File: src/asbc_consts.svh
`ifndef ASBC_CONSTS_SVH
`define ASBC_CONSTS_SVH
// Contract
// RQ1 - Reference select picks high and low references
// RQ2 - Offset calibration ties both inputs low
// RQ3 - Otherwise inputs follow channel or scan
// RQ4 - Scan enable selects scanning of inputs
// RQ5 - Fill status shows half being filled
// RQ6 - Software reads the half not filling
// RQ7 - Interrupt after every N+1 sequences
// RQ8 - Buffer mode: two halves or one
// RQ9 - Alternate: A first, then B/A alternating
// RQ10 - Alternate off: always A settings
// RQ11 - Unused bits read zero, ignore writes
// RQ12 - Reset clears every field and status
// RQ13 - Split mode swaps half on interrupt

// ----------------------------------------
// Register offsets
// ----------------------------------------
`define ASBC_OFF_CTRL      8'h00
`define ASBC_OFF_IRQ_STAT  8'h04
`define ASBC_OFF_IRQ_MASK  8'h08

// ----------------------------------------
// Control word fields
// ----------------------------------------
`define ASBC_CTRL_WMASK    32'h0000_f43f
`define ASBC_REF_LSB       13
`define ASBC_OFFSET_CALIBRATION_ENABLE_BIT    12
`define ASBC_SCAN_BIT      10
`define ASBC_FILL_BIT      7
`define ASBC_SPI_LSB       2
`define ASBC_SPLIT_BIT     1
`define ASBC_ALT_BIT       0
`define ASBC_CTRL_RESET    32'h0000_0000

// ----------------------------------------
// Reference encodings
// ----------------------------------------
`define ASBC_REF_RAILS     3'h0
`define ASBC_REF_EXT_HI    3'h1
`define ASBC_REF_EXT_LO    3'h2
`define ASBC_REF_EXT_BOTH  3'h3

// ----------------------------------------
// Interrupt status bits
// ----------------------------------------
`define ASBC_IRQ_SEQ_BIT   0
`define ASBC_IRQ_HALF_BIT  1
`define ASBC_IRQ_WIDTH     2
`endif

File: src/asbc_pkg.sv
package asbc_pkg;
    typedef struct packed {
        logic [2:0] ref_sel;
        logic       offset_calibration_enable;
        logic       scan;
        logic [3:0] seq_per_irq;
        logic       split;
        logic       alt;
    } asbc_ctrl_t;

    typedef struct packed {
        logic       high_ext;
        logic       low_ext;
        logic       inputs_to_low;
        logic       use_scan;
        logic       use_mux_b;
        logic       upper_half;
    } asbc_core_t;
endpackage

File: src/asbc_seq_count.sv
`timescale 1ns/100ps
`include "asbc_consts.svh"
module asbc_seq_count
    import asbc_pkg::*;
(
    input  wire logic       clk_i,
    input  wire logic       rst_n_i,
    input  wire logic       done_i,
    input  wire logic [3:0] limit_i,
    output logic            hit_o
);
    typedef struct packed {
        logic [3:0] cnt;
        logic       hit;
    } asbc_cnt_t;

    asbc_cnt_t st;
    asbc_cnt_t next_st;

    // Limit change mid-count takes effect on the next compare
    always_comb begin
        next_st     = st;
        next_st.hit = 1'b0;
        if (done_i) begin
            if (st.cnt >= limit_i) begin // RQ7
                next_st.cnt = 4'h0;
                next_st.hit = 1'b1;
            end else begin
                next_st.cnt = st.cnt + 4'h1;
            end
        end
    end

    always_ff @(posedge clk_i or negedge rst_n_i) begin
        if (!rst_n_i) begin
            st <= '0;
        end else begin
            st <= next_st;
        end
    end

    assign hit_o = st.hit;

    every_n_a: assert property (@(posedge clk_i) disable iff (!rst_n_i) // RQ7
        done_i && limit_i == 4'h0 |=> hit_o)
        else $error("Sequence count missed interrupt");
endmodule

File: src/asbc_top.sv
// Local design decisions: the register addresses and the plain strobed port.
`timescale 1ns/100ps
`include "asbc_consts.svh"
module asbc_top
    import asbc_pkg::*;
(
    input  wire logic        CLOCK_I,
    input  wire logic        RST_N_I,
    input  wire logic [7:0]  ADDR_I,
    input  wire logic [31:0] WDATA_I,
    input  wire logic        WR_I,
    input  wire logic        RD_I,
    output logic      [31:0] RDATA_O,
    input  wire logic        SAMPLE_START_I,
    input  wire logic        SEQ_DONE_I,
    output logic      [5:0]  CORE_O,
    output logic             IRQ_O
);
    // ----------------------------------------
    // State
    // ----------------------------------------
    typedef struct packed {
        asbc_ctrl_t ctrl;
        logic       fill;
        logic       mux_b;
        logic [1:0] irq_stat;
        logic [1:0] irq_mask;
        logic [31:0] rdata;
        asbc_core_t core;
        logic       irq;
    } asbc_state_t;

    asbc_state_t st;
    asbc_state_t next_st;
    logic        seq_hit;

    function automatic logic [31:0] ctrl_word(input asbc_ctrl_t c, input logic f);
        logic [31:0] w;
        w = 32'h0;
        w[`ASBC_REF_LSB +: 3]  = c.ref_sel;
        w[`ASBC_OFFSET_CALIBRATION_ENABLE_BIT]    = c.offset_calibration_enable;
        w[`ASBC_SCAN_BIT]      = c.scan;
        w[`ASBC_FILL_BIT]      = f;
        w[`ASBC_SPI_LSB +: 4]  = c.seq_per_irq;
        w[`ASBC_SPLIT_BIT]     = c.split;
        w[`ASBC_ALT_BIT]       = c.alt;
        return w;
    endfunction

    function automatic asbc_ctrl_t ctrl_fields(input logic [31:0] w);
        asbc_ctrl_t c;
        c             = '0;
        c.ref_sel     = w[`ASBC_REF_LSB +: 3];
        c.offset_calibration_enable      = w[`ASBC_OFFSET_CALIBRATION_ENABLE_BIT];
        c.scan        = w[`ASBC_SCAN_BIT];
        c.seq_per_irq = w[`ASBC_SPI_LSB +: 4];
        c.split       = w[`ASBC_SPLIT_BIT];
        c.alt         = w[`ASBC_ALT_BIT];
        return c;
    endfunction

    // ----------------------------------------
    // Sequence counter
    // ----------------------------------------
    asbc_seq_count asbc_seq_count_inst (
        .clk_i   (CLOCK_I),
        .rst_n_i (RST_N_I),
        .done_i  (SEQ_DONE_I),
        .limit_i (st.ctrl.seq_per_irq),
        .hit_o   (seq_hit)
    );

    // ----------------------------------------
    // Next state
    // ----------------------------------------
    always_comb begin
        logic [1:0] ev;
        next_st = st;
        ev      = 2'h0;
        next_st.rdata = 32'h0;

        if (WR_I && ADDR_I == `ASBC_OFF_CTRL) begin // RQ11
            next_st.ctrl = ctrl_fields(WDATA_I);
        end
        if (WR_I && ADDR_I == `ASBC_OFF_IRQ_MASK) begin
            next_st.irq_mask = WDATA_I[1:0];
        end
        if (WR_I && ADDR_I == `ASBC_OFF_IRQ_STAT) begin
            next_st.irq_stat = st.irq_stat & ~WDATA_I[1:0];
        end

        // Half swap only meaningful with split buffer
        if (!st.ctrl.split) begin // RQ8
            next_st.fill = 1'b0;
        end else if (seq_hit) begin
            next_st.fill = ~st.fill; // RQ13
            ev[`ASBC_IRQ_HALF_BIT] = 1'b1;
        end
        if (seq_hit) begin
            ev[`ASBC_IRQ_SEQ_BIT] = 1'b1; // RQ7
        end
        // Set wins over a same-cycle clear
        next_st.irq_stat = next_st.irq_stat | ev;

        // Alternate sampling restarts at A when disabled
        if (!st.ctrl.alt) begin // RQ10
            next_st.mux_b = 1'b0;
        end else if (SAMPLE_START_I) begin
            next_st.mux_b = ~st.mux_b; // RQ9
        end

        if (RD_I) begin
            case (ADDR_I)
                `ASBC_OFF_CTRL:     next_st.rdata = ctrl_word(st.ctrl, st.fill); // RQ5
                `ASBC_OFF_IRQ_STAT: next_st.rdata = {30'h0, st.irq_stat};
                `ASBC_OFF_IRQ_MASK: next_st.rdata = {30'h0, st.irq_mask};
                default:            next_st.rdata = 32'h0;
            endcase
        end

        case (st.ctrl.ref_sel) // RQ1
            `ASBC_REF_EXT_HI: begin
                next_st.core.high_ext = 1'b1;
                next_st.core.low_ext  = 1'b0;
            end
            `ASBC_REF_EXT_LO: begin
                next_st.core.high_ext = 1'b0;
                next_st.core.low_ext  = 1'b1;
            end
            `ASBC_REF_EXT_BOTH: begin
                next_st.core.high_ext = 1'b1;
                next_st.core.low_ext  = 1'b1;
            end
            default: begin
                next_st.core.high_ext = 1'b0;
                next_st.core.low_ext  = 1'b0;
            end
        endcase
        next_st.core.inputs_to_low = st.ctrl.offset_calibration_enable;                 // RQ2
        next_st.core.use_scan      = st.ctrl.scan && !st.ctrl.offset_calibration_enable; // RQ3 RQ4
        next_st.core.use_mux_b     = st.mux_b;
        // No extra lag, so the half flag never trails the fill status
        next_st.core.upper_half    = next_st.fill;
        next_st.irq = |(next_st.irq_stat & st.irq_mask);
    end

    // ----------------------------------------
    // Registers
    // ----------------------------------------
    always_ff @(posedge CLOCK_I or negedge RST_N_I) begin
        if (!RST_N_I) begin
            st <= '0; // RQ12
        end else begin
            st <= next_st;
        end
    end

    assign RDATA_O = st.rdata;
    assign CORE_O  = st.core;
    assign IRQ_O   = st.irq;

    // ----------------------------------------
    // Checks
    // ----------------------------------------
    fill_swap_a: assert property (@(posedge CLOCK_I) disable iff (!RST_N_I) // RQ13
        st.ctrl.split && seq_hit |=> st.fill != $past(st.fill))
        else $error("Fill half did not swap");
    fill_zero_a: assert property (@(posedge CLOCK_I) disable iff (!RST_N_I) // RQ5
        !st.ctrl.split |=> !st.fill)
        else $error("Fill status set outside split mode");
    unused_zero_a: assert property (@(posedge CLOCK_I) disable iff (!RST_N_I) // RQ11
        RD_I && ADDR_I == `ASBC_OFF_CTRL |=> (RDATA_O & ~`ASBC_CTRL_WMASK & ~32'h80) == 32'h0)
        else $error("Unused control bits not zero");
    fill_read_a: assert property (@(posedge CLOCK_I) disable iff (!RST_N_I) // RQ5
        RD_I && ADDR_I == `ASBC_OFF_CTRL |=> RDATA_O[`ASBC_FILL_BIT] == $past(st.fill))
        else $error("Fill status misread");
    offset_calibration_enable_low_a: assert property (@(posedge CLOCK_I) disable iff (!RST_N_I) // RQ2
        st.ctrl.offset_calibration_enable |=> CORE_O[3] && !CORE_O[2])
        else $error("Offset calibration not applied");
    scan_sel_a: assert property (@(posedge CLOCK_I) disable iff (!RST_N_I) // RQ4
        st.ctrl.scan && !st.ctrl.offset_calibration_enable |=> CORE_O[2])
        else $error("Scan not selected");
    ref_rails_a: assert property (@(posedge CLOCK_I) disable iff (!RST_N_I) // RQ1
        st.ctrl.ref_sel[2] |=> CORE_O[5:4] == 2'h0)
        else $error("Reference not rails for 1xx");
    alt_off_a: assert property (@(posedge CLOCK_I) disable iff (!RST_N_I) // RQ10
        !st.ctrl.alt |=> !st.mux_b)
        else $error("B settings used without alternate");
    alt_flip_a: assert property (@(posedge CLOCK_I) disable iff (!RST_N_I) // RQ9
        st.ctrl.alt && SAMPLE_START_I |=> st.mux_b != $past(st.mux_b))
        else $error("Alternate sampling did not flip");
    split_mode_a: assert property (@(posedge CLOCK_I) disable iff (!RST_N_I) // RQ8
        !st.ctrl.split |-> !CORE_O[0] || $past(st.ctrl.split))
        else $error("Upper half used in single buffer mode");
    irq_level_a: assert property (@(posedge CLOCK_I) disable iff (!RST_N_I) // RQ7
        seq_hit && st.irq_mask[0] |=> IRQ_O)
        else $error("Interrupt not raised");

    // ----------------------------------------
    // Checks: references and inputs
    // ----------------------------------------
    ref_zero_a: assert property (@(posedge CLOCK_I) disable iff (!RST_N_I) // RQ1
        st.ctrl.ref_sel == `ASBC_REF_RAILS
        |=> CORE_O[5:4] == 2'h0)
        else $error("Rails not selected for code zero");

    ref_high_a: assert property (@(posedge CLOCK_I) disable iff (!RST_N_I) // RQ1
        st.ctrl.ref_sel == `ASBC_REF_EXT_HI
        |=> CORE_O[5:4] == 2'h2)
        else $error("External high reference not selected");

    ref_low_a: assert property (@(posedge CLOCK_I) disable iff (!RST_N_I) // RQ1
        st.ctrl.ref_sel == `ASBC_REF_EXT_LO
        |=> CORE_O[5:4] == 2'h1)
        else $error("External low reference not selected");

    ref_both_a: assert property (@(posedge CLOCK_I) disable iff (!RST_N_I) // RQ1
        st.ctrl.ref_sel == `ASBC_REF_EXT_BOTH
        |=> CORE_O[5:4] == 2'h3)
        else $error("Both external references not selected");

    cal_off_a: assert property (@(posedge CLOCK_I) disable iff (!RST_N_I) // RQ3
        !st.ctrl.offset_calibration_enable
        |=> !CORE_O[3] && CORE_O[2] == $past(st.ctrl.scan))
        else $error("Inputs not following channel or scan");

    scan_off_a: assert property (@(posedge CLOCK_I) disable iff (!RST_N_I) // RQ4
        !st.ctrl.scan
        |=> !CORE_O[2])
        else $error("Scan used while disabled");

    cal_scan_a: assert property (@(posedge CLOCK_I) disable iff (!RST_N_I) // RQ2
        st.ctrl.offset_calibration_enable && st.ctrl.scan
        |=> !CORE_O[2])
        else $error("Scan not overridden by calibration");

    // ----------------------------------------
    // Checks: alternate sampling
    // ----------------------------------------
    alt_hold_a: assert property (@(posedge CLOCK_I) disable iff (!RST_N_I) // RQ9
        st.ctrl.alt && !SAMPLE_START_I
        |=> $stable(st.mux_b))
        else $error("Alternation moved without a sample");

    mux_core_a: assert property (@(posedge CLOCK_I) disable iff (!RST_N_I) // RQ9
        st.mux_b
        |=> CORE_O[1])
        else $error("B settings not passed to core");

    mux_idle_a: assert property (@(posedge CLOCK_I) disable iff (!RST_N_I) // RQ10
        !st.mux_b
        |=> !CORE_O[1])
        else $error("B settings shown while A selected");

    alt_first_a: assert property (@(posedge CLOCK_I) disable iff (!RST_N_I) // RQ10
        !st.ctrl.alt
        |-> ##2 !CORE_O[1])
        else $error("A settings not restored");

    // ----------------------------------------
    // Checks: buffer halves
    // ----------------------------------------
    // In split mode halves only swap on an interrupt, never on a write
    half_hold_a: assert property (@(posedge CLOCK_I) disable iff (!RST_N_I) // RQ13
        st.ctrl.split && !seq_hit
        |=> $stable(st.fill))
        else $error("Fill half moved without interrupt");

    half_core_a: assert property (@(posedge CLOCK_I) disable iff (!RST_N_I) // RQ5
        1'b1
        |-> CORE_O[0] == st.fill)
        else $error("Core half differs from fill status");

    half_stat_a: assert property (@(posedge CLOCK_I) disable iff (!RST_N_I) // RQ13
        st.ctrl.split && seq_hit
        |=> st.irq_stat[`ASBC_IRQ_HALF_BIT])
        else $error("Half swap event not latched");

    no_half_a: assert property (@(posedge CLOCK_I) disable iff (!RST_N_I) // RQ8
        !st.ctrl.split && !st.irq_stat[`ASBC_IRQ_HALF_BIT]
        |=> !st.irq_stat[`ASBC_IRQ_HALF_BIT])
        else $error("Half swap event in single buffer mode");

    // ----------------------------------------
    // Checks: interrupts
    // ----------------------------------------
    seq_stat_a: assert property (@(posedge CLOCK_I) disable iff (!RST_N_I) // RQ7
        seq_hit
        |=> st.irq_stat[`ASBC_IRQ_SEQ_BIT])
        else $error("Sequence event not latched");

    irq_quiet_a: assert property (@(posedge CLOCK_I) disable iff (!RST_N_I) // RQ7
        !seq_hit && (st.irq_stat & st.irq_mask) == 2'h0
        |=> !IRQ_O)
        else $error("Interrupt without unmasked status");

    irq_hold_a: assert property (@(posedge CLOCK_I) disable iff (!RST_N_I) // RQ7
        !seq_hit && !WR_I && (st.irq_stat & st.irq_mask) != 2'h0
        |=> IRQ_O)
        else $error("Interrupt dropped while status pending");

    stat_hold_a: assert property (@(posedge CLOCK_I) disable iff (!RST_N_I) // RQ7
        !seq_hit && !WR_I
        |=> $stable(st.irq_stat))
        else $error("Status changed without event or write");

    stat_read_a: assert property (@(posedge CLOCK_I) disable iff (!RST_N_I) // RQ7
        RD_I && ADDR_I == `ASBC_OFF_IRQ_STAT
        |=> RDATA_O == {30'h0, $past(st.irq_stat)})
        else $error("Status read wrong");

    mask_read_a: assert property (@(posedge CLOCK_I) disable iff (!RST_N_I) // RQ7
        RD_I && ADDR_I == `ASBC_OFF_IRQ_MASK
        |=> RDATA_O == {30'h0, $past(st.irq_mask)})
        else $error("Mask read wrong");

    mask_write_a: assert property (@(posedge CLOCK_I) disable iff (!RST_N_I) // RQ7
        WR_I && ADDR_I == `ASBC_OFF_IRQ_MASK
        |=> {30'h0, st.irq_mask} == ($past(WDATA_I) & 32'h0000_0003))
        else $error("Mask write lost");

    // ----------------------------------------
    // Checks: register port
    // ----------------------------------------
    ctrl_write_a: assert property (@(posedge CLOCK_I) disable iff (!RST_N_I) // RQ11
        WR_I && ADDR_I == `ASBC_OFF_CTRL
        |=> st.ctrl == ctrl_fields($past(WDATA_I)))
        else $error("Control write lost");

    ctrl_hold_a: assert property (@(posedge CLOCK_I) disable iff (!RST_N_I) // RQ11
        !(WR_I && ADDR_I == `ASBC_OFF_CTRL)
        |=> $stable(st.ctrl))
        else $error("Control changed without write");

    rdata_idle_a: assert property (@(posedge CLOCK_I) disable iff (!RST_N_I) // RQ11
        !RD_I
        |=> RDATA_O == 32'h0)
        else $error("Read data not zero when idle");

    unmapped_read_a: assert property (@(posedge CLOCK_I) disable iff (!RST_N_I) // RQ11
        RD_I && ADDR_I != `ASBC_OFF_CTRL && ADDR_I != `ASBC_OFF_IRQ_STAT && ADDR_I != `ASBC_OFF_IRQ_MASK
        |=> RDATA_O == 32'h0)
        else $error("Unmapped read not zero");

    ctrl_read_a: assert property (@(posedge CLOCK_I) disable iff (!RST_N_I) // RQ1
        RD_I && ADDR_I == `ASBC_OFF_CTRL
        |=> RDATA_O[`ASBC_REF_LSB +: 3] == $past(st.ctrl.ref_sel))
        else $error("Reference field misread");
endmodule

File: config.mk
export PLATFORM = sky130hd
export DESIGN_NAME = asbc_top
export DESIGN_NICKNAME = d
export VERILOG_FILES = /design/src/asbc_pkg.sv /design/src/asbc_seq_count.sv /design/src/asbc_top.sv
export VERILOG_INCLUDE_DIRS = /design/src /design/src/src
export SDC_FILE = /design/constraint.sdc
export NUM_CORES = 1
export LEC_CHECK = 0
export ABC_AREA = 1
export BUFFER_PORTS_ARGS = -buffer_cell sky130_fd_sc_hd__buf_2
export CAP_MARGIN = 20
export CORE_AREA = 2 2 69 71
export DETAILED_ROUTE_END_ITERATION = 16
export DIE_AREA = 0 0 71 73
export PLACE_DENSITY = 0.76
export SYNTH_ARGS = -nofsm -noshare
export SYNTH_HDL_FRONTEND = slang
export SYNTH_SLANG_ARGS = --single-unit
File: constraint.sdc
create_clock -name CLOCK_I -period 1.75 [get_ports CLOCK_I]
set_clock_uncertainty 0.2 [all_clocks]
set_input_delay 0.4375 -clock CLOCK_I [delete_from_list [all_inputs] [get_ports CLOCK_I]]
set_output_delay 0.4375 -clock CLOCK_I [all_outputs]
set_load 0.01 [all_outputs]
==> flow_summary.ini <==
[clock_network]
post-cts-setup-buffers = 0
cts.sinks = 40
insertion_delay_ns = 0.29
tritoncts = built
htree_levels = 2
numCtsBuffers = 5
clk_path_buf_depth = 2
root_buffer = clkbuf_8
clkTransAtPathRegs_ns = 0.07

[timing]
whs_ns = 0.1323
setup_viol_count_final = 0
finalCritPeriodShare = 0.9154
worst_slack_ns = 0.1480
rsz0062_at_grt = false
fin_crit_ns = 1.602
drv_slew = 0
hold_viol = 0
fmaxAchievable_mhz = 624.2

[synthesis]
synthesis.instances = 214
yosysUniqueCellTypes = 21
synth_area_sq_mm = 0.002006
yosysWarningCount = 0
avgSynthCellArea_sq_um = 9.372
synth_seq_cells = 40
yosysSeqAreaShare = 0.4991

[finish]
final_common_cell = buf_2
syn_to_final_growth_pct = 8.422
final_cell_mix = buf_2, dfrtp_1, inv_1
multi_input_area_sq_um = 659.4
fill_cells = 438
design_area_sq_mm = 0.002175
drive_gt1_frac = 0.3036
seq_area_sq_mm = 0.001001
fin_nets = 298
antenna_cells = 0
utilization = 0.4794
final_cells = 301

[route]
firstDrtPassIters = 4
wl_per_cell_um = 10.51
ant_nets = 0
drt-vias-per-instance = 4.359
drt_iter0_markers = 77
vias = 1312
drt-total-wl_um = 3163
drc = 0

[floorplan]
coreArea_sq_mm = 0.004536
initial_core_util = 0.4422
die_y_um = 73
ios = 85
rows = 25
die_x_um = 71
die_area_sq_mm = 0.005183

[place]
placedInstanceArea_sq_mm = 0.002087
port_buffers = 43
place_ws_ns = -0.07805
gp_congestion = 0.9010
place_inst = 293
hpwlAfterDp_um = 2333

[critical_path]
critical_path_class = reg2reg
path_delay_family = compound AO/OA/AOI/OAI gates
startpoint_type = flop
critPathMaxFanout = 3
path_buf_inv = 1
worst-endpoint-arrival_ns = 1.61
slowest_stage = dfrtp_1
worstPathRequired_ns = 1.76
cp-end-kind = flop
max_stage_delay_ns = 0.38
cp_cell_sequence = inv_1 > ha_1 > o21ai_1 > nand2_1 > a21oi_1 > nand3_1 > o21ai_0

[global_route]
grt.total_usage = 0.1282
grt_overflow = 0
antenna_found_initial = 0
grt_pass1_vias = 1227
grt_max_degree = 41
grt_pass1_wl_um = 5168

[flow_run]
cap_violations = 0

[power]
vdd_drop_max_uv = 534.7
power_density_mw_per_mm2 = 872.6
leakage_nw = 1.287

[outcome]
outcome = complete, no violations

[hold_path]
hold_path_class = in2reg
-- flip-flops by register name, indices dropped and copies added (netlist names) --
name	count
CORE_O	6
RDATA_O	12
asbc_seq_count_inst.st	4
next_st	2
IRQ_O	1
st	14
asbc_seq_count_inst.hit_o	1
-- final cells by class --
class / count / area share
Sequential cell: 40 / 0.4603
Multi-Input combinational cell: 124 / 0.3032
Timing Repair Buffer: 47 / 0.1197
Inverter: 29 / 0.05006
Clock buffer: 6 / 0.03337
Tap cell: 54 / 0.03107
Clock inverter: 1 / 0.002301
-- final timing paths --
| kind | depth (start not counted) | end | slack, ns | from |
|---|---|---|---|---|
| worst min register to register | 0 | CORE_O[1]$_DFF_PN0_ | 0.21 | next_st[2]$_DFFE_PN0P_ |
| worst max-delay path | 7 | asbc_seq_count_inst.st[2]$_DFFE_PN0P_ | 0.15 | asbc_seq_count_inst.st[1]$_DFFE_PN0P_ |
| min in group asynchronous | 3 | RDATA_O[10]$_DFF_PN0_ | 0.44 | RST_N_I |
| worst max register to register | 7 | asbc_seq_count_inst.st[2]$_DFFE_PN0P_ | 0.15 | asbc_seq_count_inst.st[1]$_DFFE_PN0P_ |
| max in group asynchronous | 3 | CORE_O[4]$_DFF_PN0_ | 0.71 | RST_N_I |
| worst min-delay path | 2 | next_st[2]$_DFFE_PN0P_ | 0.13 | SAMPLE_START_I |
-- per-layer routing --
layer,up-vias,GRT usage,share of wire
li1,668,-,-
met1,602,0.1529,0.41
met2,38,0.2170,0.52
met3,4,0.04006,0.058
met4,0,0.05031,0.0095
met5,-,0,0
-- report_power, final --
part | leakage, nW | internal [W] | switching [W]
clock | 0.0410 | 0.000271 | 0.000285
sequential | 0.491 | 0.000994 | 0.0000561
combinational | 0.756 | 0.000121 | 0.000171
total | 1.29 | 0.00139 | 0.000512
-- worst reg2reg max path, stage by stage, from the launching register on --
cell,delay [ns]
dfrtp_1,0.38
inv_1,0.08
ha_1,0.29
o21ai_1,0.18
nand2_1,0.07
a21oi_1,0.17
nand3_1,0.08
o21ai_0,0.08
-- synthesized netlist by cell type, drive strengths merged --
cell / number / area (sq um)
buf: 40 / 307.8
dfrtp: 40 / 1001
nor2: 31 / 136.4
inv: 29 / 108.9
nand2: 28 / 117.6
a21oi: 14 / 103.9
o21ai: 10 / 57.56
nand3: 8 / 40.04
ha: 5 / 62.56
nand4: 4 / 25.02
a21o: 1 / 7.510
conb: 1 / 3.750
nor3: 1 / 16.27
xnor2: 1 / 8.760
xor2: 1 / 8.760
-- cells by family after synthesis --
logic type | share of synthesized area
adders and majority gates | 0.03119
xor gates and xnor gates | 0.008735
other | 0.001870
AOI/OAI and AO/OA | 0.08422
and+or+nand+nor | 0.1672
buffers and inverters | 0.2077
DFF | 0.4991
-- repair_timing --
action,4_1_cts,5_1_grt
hold endpoints to repair,40,0
hold buffers,1,0
endpoints found under the setup margin,0,5
gates resized for setup,0,2
-- through the flow --
stage	TNS [ns]	power, W
floorplan	0	0.001285
global route	0	0.002031
detailed placement	-0.6427	0.001360
finish	0	0.001898
global placement	-0.2469	0.001342
CTS	0	0.001931
(Power assumes the default switching activity.)
